File: src/rtl/lrc_pkg.sv
/*
  Shared constants and types for the LFSR random and CRC16 engine and its controller.
  Assumes both ends are built from this package and run on one system clock.
*/
package lrc_pkg;

  // ************************************************************
  // lfsr shape
  // ************************************************************
  localparam int unsigned LFSR_W = 16;
  localparam logic [15:0] LFSR_RST = 16'hFFFF;
  // x^15, x^2 and x^0 terms of x^16 + x^15 + x^2 + 1
  localparam logic [15:0] POLY_TAPS = 16'h8005;
  localparam int unsigned RND_SHIFTS = 13;
  localparam int unsigned CRC_SHIFTS = 8;

  // ************************************************************
  // device register map on the link
  // ************************************************************
  localparam logic [7:0] ADDR_CTL_ONE = 8'hB4;
  localparam logic [7:0] ADDR_SEED_LOW = 8'hBC;
  localparam logic [7:0] ADDR_CRC_HIGH = 8'hBD;
  localparam int unsigned STEP_LSB = 2;
  localparam int unsigned STEP_MSB = 3;
  localparam logic [3:0] CTL_HI_RST = 4'h3;
  localparam logic [1:0] CTL_LO_RST = 2'h3;

  typedef enum logic [1:0] {
    STEP_RUN = 2'b00,
    STEP_ONCE = 2'b01,
    STEP_RSVD = 2'b10,
    STEP_OFF = 2'b11
  } lrc_step_t;

  // ************************************************************
  // controller software port
  // ************************************************************
  localparam logic [3:0] SW_SEED = 4'h0;
  localparam logic [3:0] SW_CRC = 4'h1;
  localparam logic [3:0] SW_CTL = 4'h2;
  localparam logic [3:0] SW_RND = 4'h3;
  localparam logic [3:0] SW_STAT = 4'h4;
  localparam logic [3:0] SW_HCTL = 4'h5;
  localparam logic HCTL_RST = 1'b0;

  localparam int unsigned FIFO_W = 8;
  localparam int unsigned FIFO_D = 16;

endpackage : lrc_pkg

File: src/rtl/lrc_if.sv
/*
  Link between the random/CRC engine and its controller (register bus plus strobe-processor port).
  Assumes both ends share clk_sys; the testbench instantiates it and joins the two ends.
*/
`timescale 1ns/10ps
interface lrc_if;
  logic reg_wr;
  logic reg_rd;
  logic [7:0] reg_addr;
  logic [7:0] reg_wdata;
  logic [7:0] reg_rdata;
  logic rnd_req;
  logic [7:0] rnd_byte;

  modport dev (
    input reg_wr,
    input reg_rd,
    input reg_addr,
    input reg_wdata,
    output reg_rdata,
    input rnd_req,
    output rnd_byte
  );

  modport host (
    output reg_wr,
    output reg_rd,
    output reg_addr,
    output reg_wdata,
    input reg_rdata,
    output rnd_req,
    input rnd_byte
  );
endinterface : lrc_if

File: src/rtl/lrc_host.sv
/*
  Controller end: software register port, strobe-processor random reads and a CRC byte FIFO
  drained onto the engine's high data register. Assumes one clock and synchronous inputs.
*/
`timescale 1ns/10ps
module lrc_fifo #(
  parameter int unsigned W = 8,
  parameter int unsigned D = 16
) (
  input wire logic clk_sys,
  input wire logic rstn,
  input wire logic ce,
  input wire logic in_valid,
  input wire logic [W-1:0] in_data,
  output logic in_ready,
  output logic out_valid,
  output logic [W-1:0] out_data,
  input wire logic out_ready,
  output logic [$clog2(D):0] count
);
  localparam int unsigned AW = $clog2(D);

  logic [W-1:0] mem_ff [D];
  logic [AW-1:0] wp_ff;
  logic [AW-1:0] rp_ff;
  logic [AW:0] cnt_ff;
  logic push;
  logic pop;

  assign in_ready = (cnt_ff != (AW+1)'(D));
  assign out_valid = (cnt_ff != '0);
  assign push = ce && in_valid && in_ready;
  assign pop = ce && out_ready && out_valid;
  assign out_data = mem_ff[rp_ff];
  assign count = cnt_ff;

  always_ff @(posedge clk_sys) begin
    if (push) begin
      mem_ff[wp_ff] <= in_data;
    end
  end

  always_ff @(posedge clk_sys or negedge rstn) begin
    if (!rstn) begin
      wp_ff <= '0;
      rp_ff <= '0;
      cnt_ff <= '0;
    end else begin
      if (push) begin
        wp_ff <= (wp_ff == AW'(D - 1)) ? '0 : wp_ff + 1'b1;
      end
      if (pop) begin
        rp_ff <= (rp_ff == AW'(D - 1)) ? '0 : rp_ff + 1'b1;
      end
      if (push && !pop) begin
        cnt_ff <= cnt_ff + 1'b1;
      end else if (pop && !push) begin
        cnt_ff <= cnt_ff - 1'b1;
      end
    end
  end
endmodule : lrc_fifo

module lrc_host (
  input wire logic clk_sys,
  input wire logic rstn,
  input wire logic ce,
  input wire logic [3:0] sw_addr,
  input wire logic [7:0] sw_wdata,
  input wire logic sw_wr,
  input wire logic sw_rd,
  output logic [7:0] sw_rdata,
  input wire logic crc_in_valid,
  input wire logic [7:0] crc_in_data,
  output logic crc_in_ready,
  lrc_if.host link
);

  // ************************************************************
  // decode
  // ************************************************************
  function automatic logic [7:0] lrc_map_addr(input logic [3:0] a);
    unique case (a)
      lrc_pkg::SW_SEED: lrc_map_addr = lrc_pkg::ADDR_SEED_LOW;
      lrc_pkg::SW_CRC: lrc_map_addr = lrc_pkg::ADDR_CRC_HIGH;
      default: lrc_map_addr = lrc_pkg::ADDR_CTL_ONE;
    endcase
  endfunction : lrc_map_addr

  logic sw_dev;
  logic sw_busy;
  logic drain;
  logic crc_run_ff;
  logic fwd_ff;
  logic [7:0] loc_rdata_ff;
  logic fifo_in_ready;
  logic fifo_valid;
  logic [7:0] fifo_data;
  logic [4:0] fifo_count;

  assign sw_dev = (sw_addr <= lrc_pkg::SW_CTL);
  assign sw_busy = ce && sw_dev && (sw_wr || sw_rd);
  // software access owns the link; the fifo also stalls for a random read so no step is lost
  assign drain = ce && crc_run_ff && fifo_valid && !sw_busy && !(sw_rd && sw_addr == lrc_pkg::SW_RND); // [RQ4]

  lrc_fifo #(
    .W(lrc_pkg::FIFO_W),
    .D(lrc_pkg::FIFO_D)
  ) u_fifo (
    .clk_sys(clk_sys),
    .rstn(rstn),
    .ce(ce),
    .in_valid(crc_in_valid),
    .in_data(crc_in_data),
    .in_ready(fifo_in_ready),
    .out_valid(fifo_valid),
    .out_data(fifo_data),
    .out_ready(drain),
    .count(fifo_count)
  );

  assign crc_in_ready = ce && fifo_in_ready;

  // ************************************************************
  // link drive
  // ************************************************************
  // seeding and ctl writes pass straight through from software
  always_comb begin
    link.reg_wr = 1'b0;
    link.reg_rd = 1'b0;
    link.reg_addr = 8'h00;
    link.reg_wdata = 8'h00;
    if (sw_busy) begin
      link.reg_wr = sw_wr; // [RQ9] [RQ14]
      link.reg_rd = sw_rd;
      link.reg_addr = lrc_map_addr(sw_addr);
      link.reg_wdata = sw_wdata;
    end else if (drain) begin
      link.reg_wr = 1'b1; // [RQ13]
      link.reg_addr = lrc_pkg::ADDR_CRC_HIGH;
      link.reg_wdata = fifo_data;
    end
  end

  assign link.rnd_req = ce && sw_rd && (sw_addr == lrc_pkg::SW_RND); // [RQ4] [RQ6]

  // ************************************************************
  // own registers
  // ************************************************************
  always_ff @(posedge clk_sys or negedge rstn) begin
    if (!rstn) begin
      crc_run_ff <= lrc_pkg::HCTL_RST;
    end else if (ce && sw_wr && sw_addr == lrc_pkg::SW_HCTL) begin
      crc_run_ff <= sw_wdata[0];
    end
  end

  always_ff @(posedge clk_sys or negedge rstn) begin
    if (!rstn) begin
      fwd_ff <= 1'b0;
      loc_rdata_ff <= 8'h00;
    end else if (ce) begin
      fwd_ff <= sw_rd && sw_dev;
      if (sw_rd) begin
        unique case (sw_addr)
          lrc_pkg::SW_RND: loc_rdata_ff <= link.rnd_byte;
          lrc_pkg::SW_STAT: loc_rdata_ff <= {!fifo_in_ready, !fifo_valid, 1'b0, fifo_count};
          lrc_pkg::SW_HCTL: loc_rdata_ff <= {7'h00, crc_run_ff};
          default: loc_rdata_ff <= 8'h00;
        endcase
      end
    end
  end

  // engine data is already a flop one cycle after its read strobe
  assign sw_rdata = fwd_ff ? link.reg_rdata : loc_rdata_ff;

endmodule : lrc_host

File: src/flat_wrapper.sv
// flat-port wrapper written by rule: the top's interface ports become plain ports
module lrc_host_flat 
  (clk_sys, rstn, ce, sw_addr, sw_wdata, sw_wr, sw_rd, sw_rdata, crc_in_valid, crc_in_data, crc_in_ready, link_reg_wr, link_reg_rd, link_reg_addr, link_reg_wdata, link_reg_rdata, link_rnd_req, link_rnd_byte);
  lrc_if link_i ();
  input wire logic clk_sys;
  input wire logic rstn;
  input wire logic ce;
  input wire logic [3:0] sw_addr;
  input wire logic [7:0] sw_wdata;
  input wire logic sw_wr;
  input wire logic sw_rd;
  output logic [7:0] sw_rdata;
  input wire logic crc_in_valid;
  input wire logic [7:0] crc_in_data;
  output logic crc_in_ready;
  output wire logic [$bits(link_i.reg_wr)-1:0] link_reg_wr;
  output wire logic [$bits(link_i.reg_rd)-1:0] link_reg_rd;
  output wire logic [$bits(link_i.reg_addr)-1:0] link_reg_addr;
  output wire logic [$bits(link_i.reg_wdata)-1:0] link_reg_wdata;
  input wire logic [$bits(link_i.reg_rdata)-1:0] link_reg_rdata;
  output wire logic [$bits(link_i.rnd_req)-1:0] link_rnd_req;
  input wire logic [$bits(link_i.rnd_byte)-1:0] link_rnd_byte;
  assign link_reg_wr = link_i.reg_wr;
  assign link_reg_rd = link_i.reg_rd;
  assign link_reg_addr = link_i.reg_addr;
  assign link_reg_wdata = link_i.reg_wdata;
  assign link_i.reg_rdata = link_reg_rdata;
  assign link_rnd_req = link_i.rnd_req;
  assign link_i.rnd_byte = link_rnd_byte;
  lrc_host u_core (.clk_sys(clk_sys), .rstn(rstn), .ce(ce), .sw_addr(sw_addr), .sw_wdata(sw_wdata), .sw_wr(sw_wr), .sw_rd(sw_rd), .sw_rdata(sw_rdata), .crc_in_valid(crc_in_valid), .crc_in_data(crc_in_data), .crc_in_ready(crc_in_ready), .link(link_i));
endmodule
File: config.mk
export PLATFORM = sky130hd
export DESIGN_NAME = lrc_host_flat
export DESIGN_NICKNAME = d
export VERILOG_FILES = /design/src/rtl/lrc_pkg.sv /design/src/rtl/lrc_if.sv /design/src/rtl/lrc_host.sv /design/src/flat_wrapper.sv
export SDC_FILE = /design/constraint.sdc
export NUM_CORES = 1
export LEC_CHECK = 0
export ABC_CLOCK_PERIOD_IN_PS = 6000
export BUFFER_PORTS_ARGS = -buffer_cell sky130_fd_sc_hd__buf_2
export CORE_ASPECT_RATIO = 0.5
export CORE_MARGIN = 8
export CORE_UTILIZATION = 45
export DETAILED_ROUTE_END_ITERATION = 6
export PLACE_DENSITY = 0.72
export SLEW_MARGIN = 25
export SYNTH_ARGS = -nofsm -noshare
export SYNTH_HDL_FRONTEND = slang
export SYNTH_HIERARCHICAL = 1
export SYNTH_SLANG_ARGS = --single-unit
File: constraint.sdc
create_clock -name clk_sys -period 6 [get_ports clk_sys]
set_input_delay 0.9 -clock clk_sys [delete_from_list [all_inputs] [get_ports clk_sys]]
set_output_delay 0.9 -clock clk_sys [all_outputs]
set_load 0.02 [all_outputs]
==> results by group, run 1 <==
Status
  • Outcome: complete, no violations

Power and ir drop
  • Switching share of power: a little under a third
  • Worst VDD drop: about 240 uV
  • LEAKAGE: approximately 2.8 nW
  • Power per cell area: around 400 nW/um^2
  • Clk pwr share: approximately a third
  • Sw power: 0.938 mW
  • Seq pwr share: approximately 45%
  • Comb power frac: 22.2%
  • Pint: about 2.1 mW

STA
  • Endpoints failing setup: 0
  • Tmin final: 3.92 ns
  • F_max: 255 MHz
  • Max-slew violation count: 0
  • Relative slew slack: a little under 40%
  • Tcrit/Tclk final: around two thirds
  • Skew final: a little under 0.006 ns
  • Hold Fails Final Rpt: 0
  • Setup TNS: 0 ns
  • RSZ-0062 raised after global routing: false
  • Actual slew at the worst max-slew pin: just over 0.9 ns

Clocking
  • CTS tree: done
  • Clock Tree Root: clkbuf_16
  • CTS Sinks: around 150
  • Clock Pin Slew Worst Setup and Hold Paths: 0.06 ns
  • # hold bufs at CTS: 0
  • Num CTS Buffers: 17
  • Postcts setup bufs: 0
  • Clock Path Buffers: 2
  • Post-cts gate resize count: 0
  • H-tree depth: 4
  • Clk_lat worst skew: 0.42 ns

Synth
  • Yosys warns: 6
  • Post-synth top flop: edfxtp_1
  • Synth area leaders: edfxtp_1 (58%), dfrtp_1 (8.7%), mux4_1 (6.3%), mux4_2 (5.4%), mux2_2 (1.9%)
  • Post-synthesis cell count: roughly 400
  • Post-synth top area share: 58.0%
  • Sequential fraction of the synthesis area: between 60% and 70%
  • EDFF count, synth: 128
  • Post-synth top area cell: edfxtp_1
  • Mapped Avg Cell Area: 16.6 sq um
  • #FFs+latches synth: between 150 and 200
  • Post-synth cell types: just over 50
  • Synthesized area: roughly 6600 sq um
  • Cell with the most instances after synthesis: edfxtp_1
  • Async set or reset register ratio after synthesis: between 10% and 20%
  • Synth cell count leaders: edfxtp_1 (128), nand2_1 (25), dfrtp_1 (23), nor2_1 (20)

Drt
  • DRC: 0
  • Detail Route Antenna Nets: 0
  • Avg WL per Cell: 21.0 um
  • Wirelength, routed: about 14000 um
  • 1st-pass router iterations: 5
  • Vias/cell: about 5.7
  • Via count: a little under 4000
  • Drt first-iter violations: between 200 and 300

Layout
  • Area Overhead vs Synth: 15.6%
  • Area of the multi-input gates: between 2000 and 2500 sq um
  • Post-Layout Cell Count: ~670
  • Ratio of cells with drive above 1 in the final layout: ~28%
  • Antenna cells: 0
  • Seq. cell area: 4420 sq um
  • FILL cells: 1130
  • Nets: between 500 and 600

Place
  • Cells after DPL: between 600 and 700
  • DP HPWL: a little over 9000 um
  • Final GP Congestion: ~0.85
  • Port-buffer cells: between 60 and 70

Floorplanning
  • Ports: 70
  • Row count: 31
  • Die area: between 15000 and 20000 sq um
  • Die Y: 102 um
  • Initial Utilization: approximately 46%
  • Chip Width: between 150 and 200 um
  • Core area: ~14000 sq um

Setup path
  • CP arrival: roughly 3.0 ns
  • Crit Path Max Fanout: 20
  • Critical path class: reg -> out
  • Req. time, crit path: 5.10 ns
  • Crit end category: primary output
  • Setup crit start kind: flip-flop

Global routing
  • All-layer global routing usage: ~15%
  • Vias in the first global route: 3868
  • First-pass GRT wire length: 22100 um
  • Antenna violations before repair: 0
  • GRT overflow: 0
  • Largest net degree at the start of global routing: 37

Min path
  • Worst hold path class: in -> async

Job
  • Total of max-cap violations: 0
-- critical path: stages (launching register included) --
cell	delay [ns]
dfrtp_2	0.71
buf_4	0.44
mux4_1	0.62
a22oi_1	0.26
nand2_1	0.15
o21ai_0	0.12
o2bb2ai_1	0.08
buf_2	0.20
-- cell families after synthesis --
logic type      share of synthesized area [%]
other cells                            0.0566
buf+inv                                  2.79
mux                                      13.8
xor+xnor                                0.661
flops                                    66.7
compound gates                           8.20
simple gates                             5.80
fa+ha+maj                                2.00
-- metal layers --
metal  vias to the layer above  track usage [%]  share of wire, %
li1                       1719                -                 -
met1                      1923             19.1                42
met2                       181             25.3                48
met3                        18             5.02               8.6
met4                         0             4.69               1.2
met5                         -                0                 0
-- cells in the final DEF (no fill, tap or decap), types with 7 or more instances in the layout --
master / netlist / final
a21oi_1: 7 / 7
a22o_1: 11 / 11
a22oi_1: 16 / 16
buf_2: 5 / 67
clkbuf_16: 0 / 17
dfrtp_1: 23 / 21
edfxtp_1: 128 / 128
ha_1: 9 / 9
inv_1: 8 / 8
mux2_2: 11 / 11
mux4_1: 16 / 16
mux4_2: 16 / 16
nand2_1: 25 / 25
nor2_1: 20 / 20
o21ai_0: 14 / 14
o2bb2ai_1: 12 / 12
-- sequential cells by signal (all words and copies together), names as in the netlist --
register              count
u_core/u_fifo/mem_ff    128
u_core/loc_rdata_ff       8
u_core/u_fifo/count       5
u_core/u_fifo/rp_ff       4
u_core/u_fifo/wp_ff       4
u_core/crc_run_ff         1
u_core/fwd_ff             1
-- through the flow --
step / area, sq um / util, % / worst slack (ns) / hold slack, ns / power [mW]
finish: 7660 / 53.1 / 2.08 / 0.442 / 3.08
global route: 7660 / 53.1 / 1.84 / 0.475 / 3.21
CTS: 7660 / 53.1 / 2.01 / 0.455 / 3.10
detailed placement: 7090 / 49.1 / 1.92 / 0.487 / 2.07
global placement: 7090 / 49.1 / 2.03 / 0.475 / 2.05
floorplan: 6630 / - / 2.48 / 0.446 / 1.89
-- worst paths after layout --
path	from	cells past startpoint	to	slack, ns
max	u_core/u_fifo/rp_ff[0]	7	link_reg_wdata[2]	2.08
min	rstn	1	u_core/u_fifo/count[4]	0.44
max reg2reg	u_core/u_fifo/count[0]	12	u_core/u_fifo/count[4]	2.45
min reg2reg	u_core/loc_rdata_ff[2]	1	u_core/loc_rdata_ff[2]	0.50
max in group asynchronous	rstn	1	u_core/u_fifo/rp_ff[1]	5.18
min in group clk_sys	u_core/loc_rdata_ff[2]	1	u_core/loc_rdata_ff[2]	0.50
-- power by group through the flow --
stage	logic [mW]	registers (mW)	clock network [mW]
final	0.684	1.37	1.02
after global routing	0.743	1.39	1.08
after CTS	0.686	1.38	1.04
after detailed placement	0.677	1.40	0
after global placement	0.665	1.39	0
after floorplan	0.606	1.28	0
-- area by class of cell --
| cell class | count | share of cell area (%) |
|---|---|---|
| inverters | 8 | 0.392 |
| clock buffers | 17 | 5.55 |
| well taps | 198 | 3.23 |
| clock inverters | 15 | 1.90 |
| repair buffers | 68 | 4.48 |
| multi-input cells | 214 | 26.7 |
| flip-flops and latches | 151 | 57.7 |
(Power assumes the default switching activity.)
==> run 2, diff against run 1 <==
ABC_CLOCK_PERIOD_IN_PS = 3300   (was 6000)
PLACE_DENSITY = 0.74   (was 0.72)
clock period = 3.3 ns   (was 6 ns; I/O delays follow)
==> run 2 against run 1 <==
Combinational power grew 110%. Clock power grew 89%. Largest power group unchanged. Sequential power grew 74%. Wire length grew 2.6%. Count of clock-buffer cells in the layout is the same. Clock skew grew 0.0013 ns. First-iteration DRC count grew 2.7%. Largest cell class unchanged. Non-clock buffer count grew 29. Worst hold slack lost 0.39 ns. Register-to-register slack lost 2.1 ns. Cell area grew 3.0%.
==> results by group, run 2 (synthesis results as in run 1) <==
Status
  • Outcome: complete, no violations

STA
  • Endpoints failing setup: 0 (unchanged)
  • Skew final: 0.00712 ns (+0.00128 ns)
  • Hold Fails Final Rpt: 0 (unchanged)
  • F_max: ~320 MHz
  • Slack of the critical path: 0.152 ns (-1.92 ns)
  • Tmin final: between 3 and 4 ns
  • Setup TNS: 0 ns (unchanged)
  • RSZ-0062 raised after global routing: false
  • Relative slew slack: 46.7% (+8.0 points)
  • Max-slew violation count: 0 (unchanged)
  • Tcrit/Tclk final: between 90% and 100%
  • Actual slew at the worst max-slew pin: 0.797 ns (-0.118 ns)

Setup path
  • Worst R2R End: u_core/u_fifo/count[4]
  • Worst reg-to-reg setup slack: 0.36 ns (-2.09 ns)
  • Worst Setup SP: u_core/u_fifo/rp_ff[0]
  • Crit Path Max Fanout: 11 (-45%)
  • Reg2reg start: u_core/u_fifo/count[1]
  • Setup crit start kind: flip-flop
  • Critical path class: reg -> out
  • Register-to-Register Path Depth: 12 (unchanged)
  • Buf/Inv on CP: 2 (unchanged)
  • CP max stage delay: 0.60 ns (-0.11 ns)
  • Cell chain of the critical path: buf_4 -> mux4_1 -> a22oi_1 -> nand2_1 -> o21ai_1 -> o2bb2ai_1 -> buf_2
  • Slowest cell on crit path: dfrtp_2
  • Top Family by Delay on Critical Path: flip-flops
  • Crit end category: primary output
  • Req. time, crit path: 2.80 ns (-2.30 ns)
  • CP arrival: 2.65 ns (-0.37 ns)

Drt
  • DRC: 0 (unchanged)
  • Wirelength, routed: 14400 um (+2.6%)
  • Detail Route Antenna Nets: 0 (unchanged)
  • 1st-pass router iterations: 5 (unchanged)
  • Drt first-iter violations: 299 (+2.7%)
  • Via count: 3962 (+3.2%)
  • Avg WL per Cell: 20.6 um (-1.6%)
  • Vias/cell: 5.66 (-1.1%)

Layout
  • Top reg by flops: u_core/u_fifo/mem_ff
  • Antenna cells: 0 (unchanged)
  • Most common cell after layout, fill and taps aside: edfxtp_1
  • Number of flip-flops in the largest register: 128 (unchanged)
  • Ratio of cells with drive above 1 in the final layout: 31.9% (+3.5 points)
  • Final core utilization: 54.7% (+1.6 points)
  • Most frequent cells in the layout: edfxtp_1 (128), buf_2 (67), buf_4 (29)
  • Area Overhead vs Synth: 19.1%
  • Nets: 541 (+5.7%)

Place
  • Port-buffer cells: 67 (unchanged)
  • DP HPWL: 9690 um (+4.0%)
  • Post-Place Setup Slack: 0.174 ns (-1.75 ns)
  • Final GP Congestion: 0.852 (-0.21%)

Global routing
  • First-pass GRT wire length: 22700 um (+2.8%)
  • All-layer global routing usage: 15.8% (+0.50 points)
  • Antenna violations before repair: 0 (unchanged)
  • Vias in the first global route: 3971 (+2.7%)
  • Largest net degree at the start of global routing: 37 (unchanged)
  • GRT overflow: 0 (unchanged)

Min path
  • Worst hold path class: in -> async

Clocking
  • CTS Sinks: 151 (unchanged)
  • H-tree depth: 4 (unchanged)
  • Clock Tree Root: clkbuf_16
  • CTS tree: done
  • Clock Path Buffers: 2 (unchanged)
  • Num CTS Buffers: 17 (unchanged)
  • Clock Pin Slew Worst Setup and Hold Paths: 0.06 ns (about the same)
  • Post-cts gate resize count: 0 (unchanged)
  • Clk_lat worst skew: 0.42 ns (about the same)
  • Postcts setup bufs: 0 (unchanged)
  • # hold bufs at CTS: 0 (unchanged)

Floorplanning
  • Die Y: 102 um (unchanged)
  • Chip Width: 188 um (unchanged)
  • Die area: 19100 sq um (unchanged)
  • Initial Utilization: 45.9% (unchanged)
  • Row count: 31 (unchanged)
  • Ports: 70 (unchanged)
  • Core area: 14400 sq um (unchanged)

Job
  • Total of max-cap violations: 0 (unchanged)

Power and ir drop
  • LEAKAGE: 2.94 nW (+5.8%)
  • Power per cell area: 728 nW/um^2 (+81%)
  • Worst VDD drop: 404 uV (+68%)
[run 2: power by group]
| part | internal [mW] | leakage (nW) | switching, mW |
|---|---|---|---|
| clock network | 1.13 | 0.284 | 0.794 |
| registers | 2.22 | 1.45 | 0.169 |
| logic | 0.685 | 1.20 | 0.741 |
[run 2: routing by layer]
layer | part of all wire [%] | global-route usage [%] | up-vias
met5 | 0 | 0 | -
met4 | 1.4 | 5.11 | 0
met3 | 9.6 | 5.81 | 16
met2 | 47 | 25.8 | 193
met1 | 42 | 19.5 | 1973
li1 | - | - | 1780
[run 2: cell type report]
type,instances,area [sq um]
flip-flops and latches,151,4420
clock buffers,17,425
inverters,8,30.0
multi-input cells,214,2030
well taps,198,248
clock inverters,15,168
repair buffers,97,573
fillers,1112,6540
[run 2: per-stage QoR]
| stage | hold slack (ns) | cell area, sq um | cells | power, mW |
|---|---|---|---|---|
| 6_report | 0.0516 | 7890 | 700 | 5.74 |
| 5_1_grt | 0.0806 | 7890 | 700 | 6.00 |
| 3_3_place_gp | 0.464 | 7300 | 668 | 3.82 |
| 4_1_cts | 0.0512 | 7890 | 700 | 5.78 |
| 3_5_place_dp | 0.466 | 7300 | 668 | 3.84 |
| 2_1_floorplan | 0.199 | 6630 | 400 | 3.43 |
[run 2: worst max-delay path by stage]
stage / endpoint / depth (start not counted)
CTS: link_reg_wdata[7] / 7
global placement: u_core/u_fifo/count[4] / 12
finish: link_reg_wdata[7] / 7
detailed placement: u_core/u_fifo/count[4] / 12
floorplan: u_core/u_fifo/count[4] / 13
global route: link_reg_wdata[7] / 7
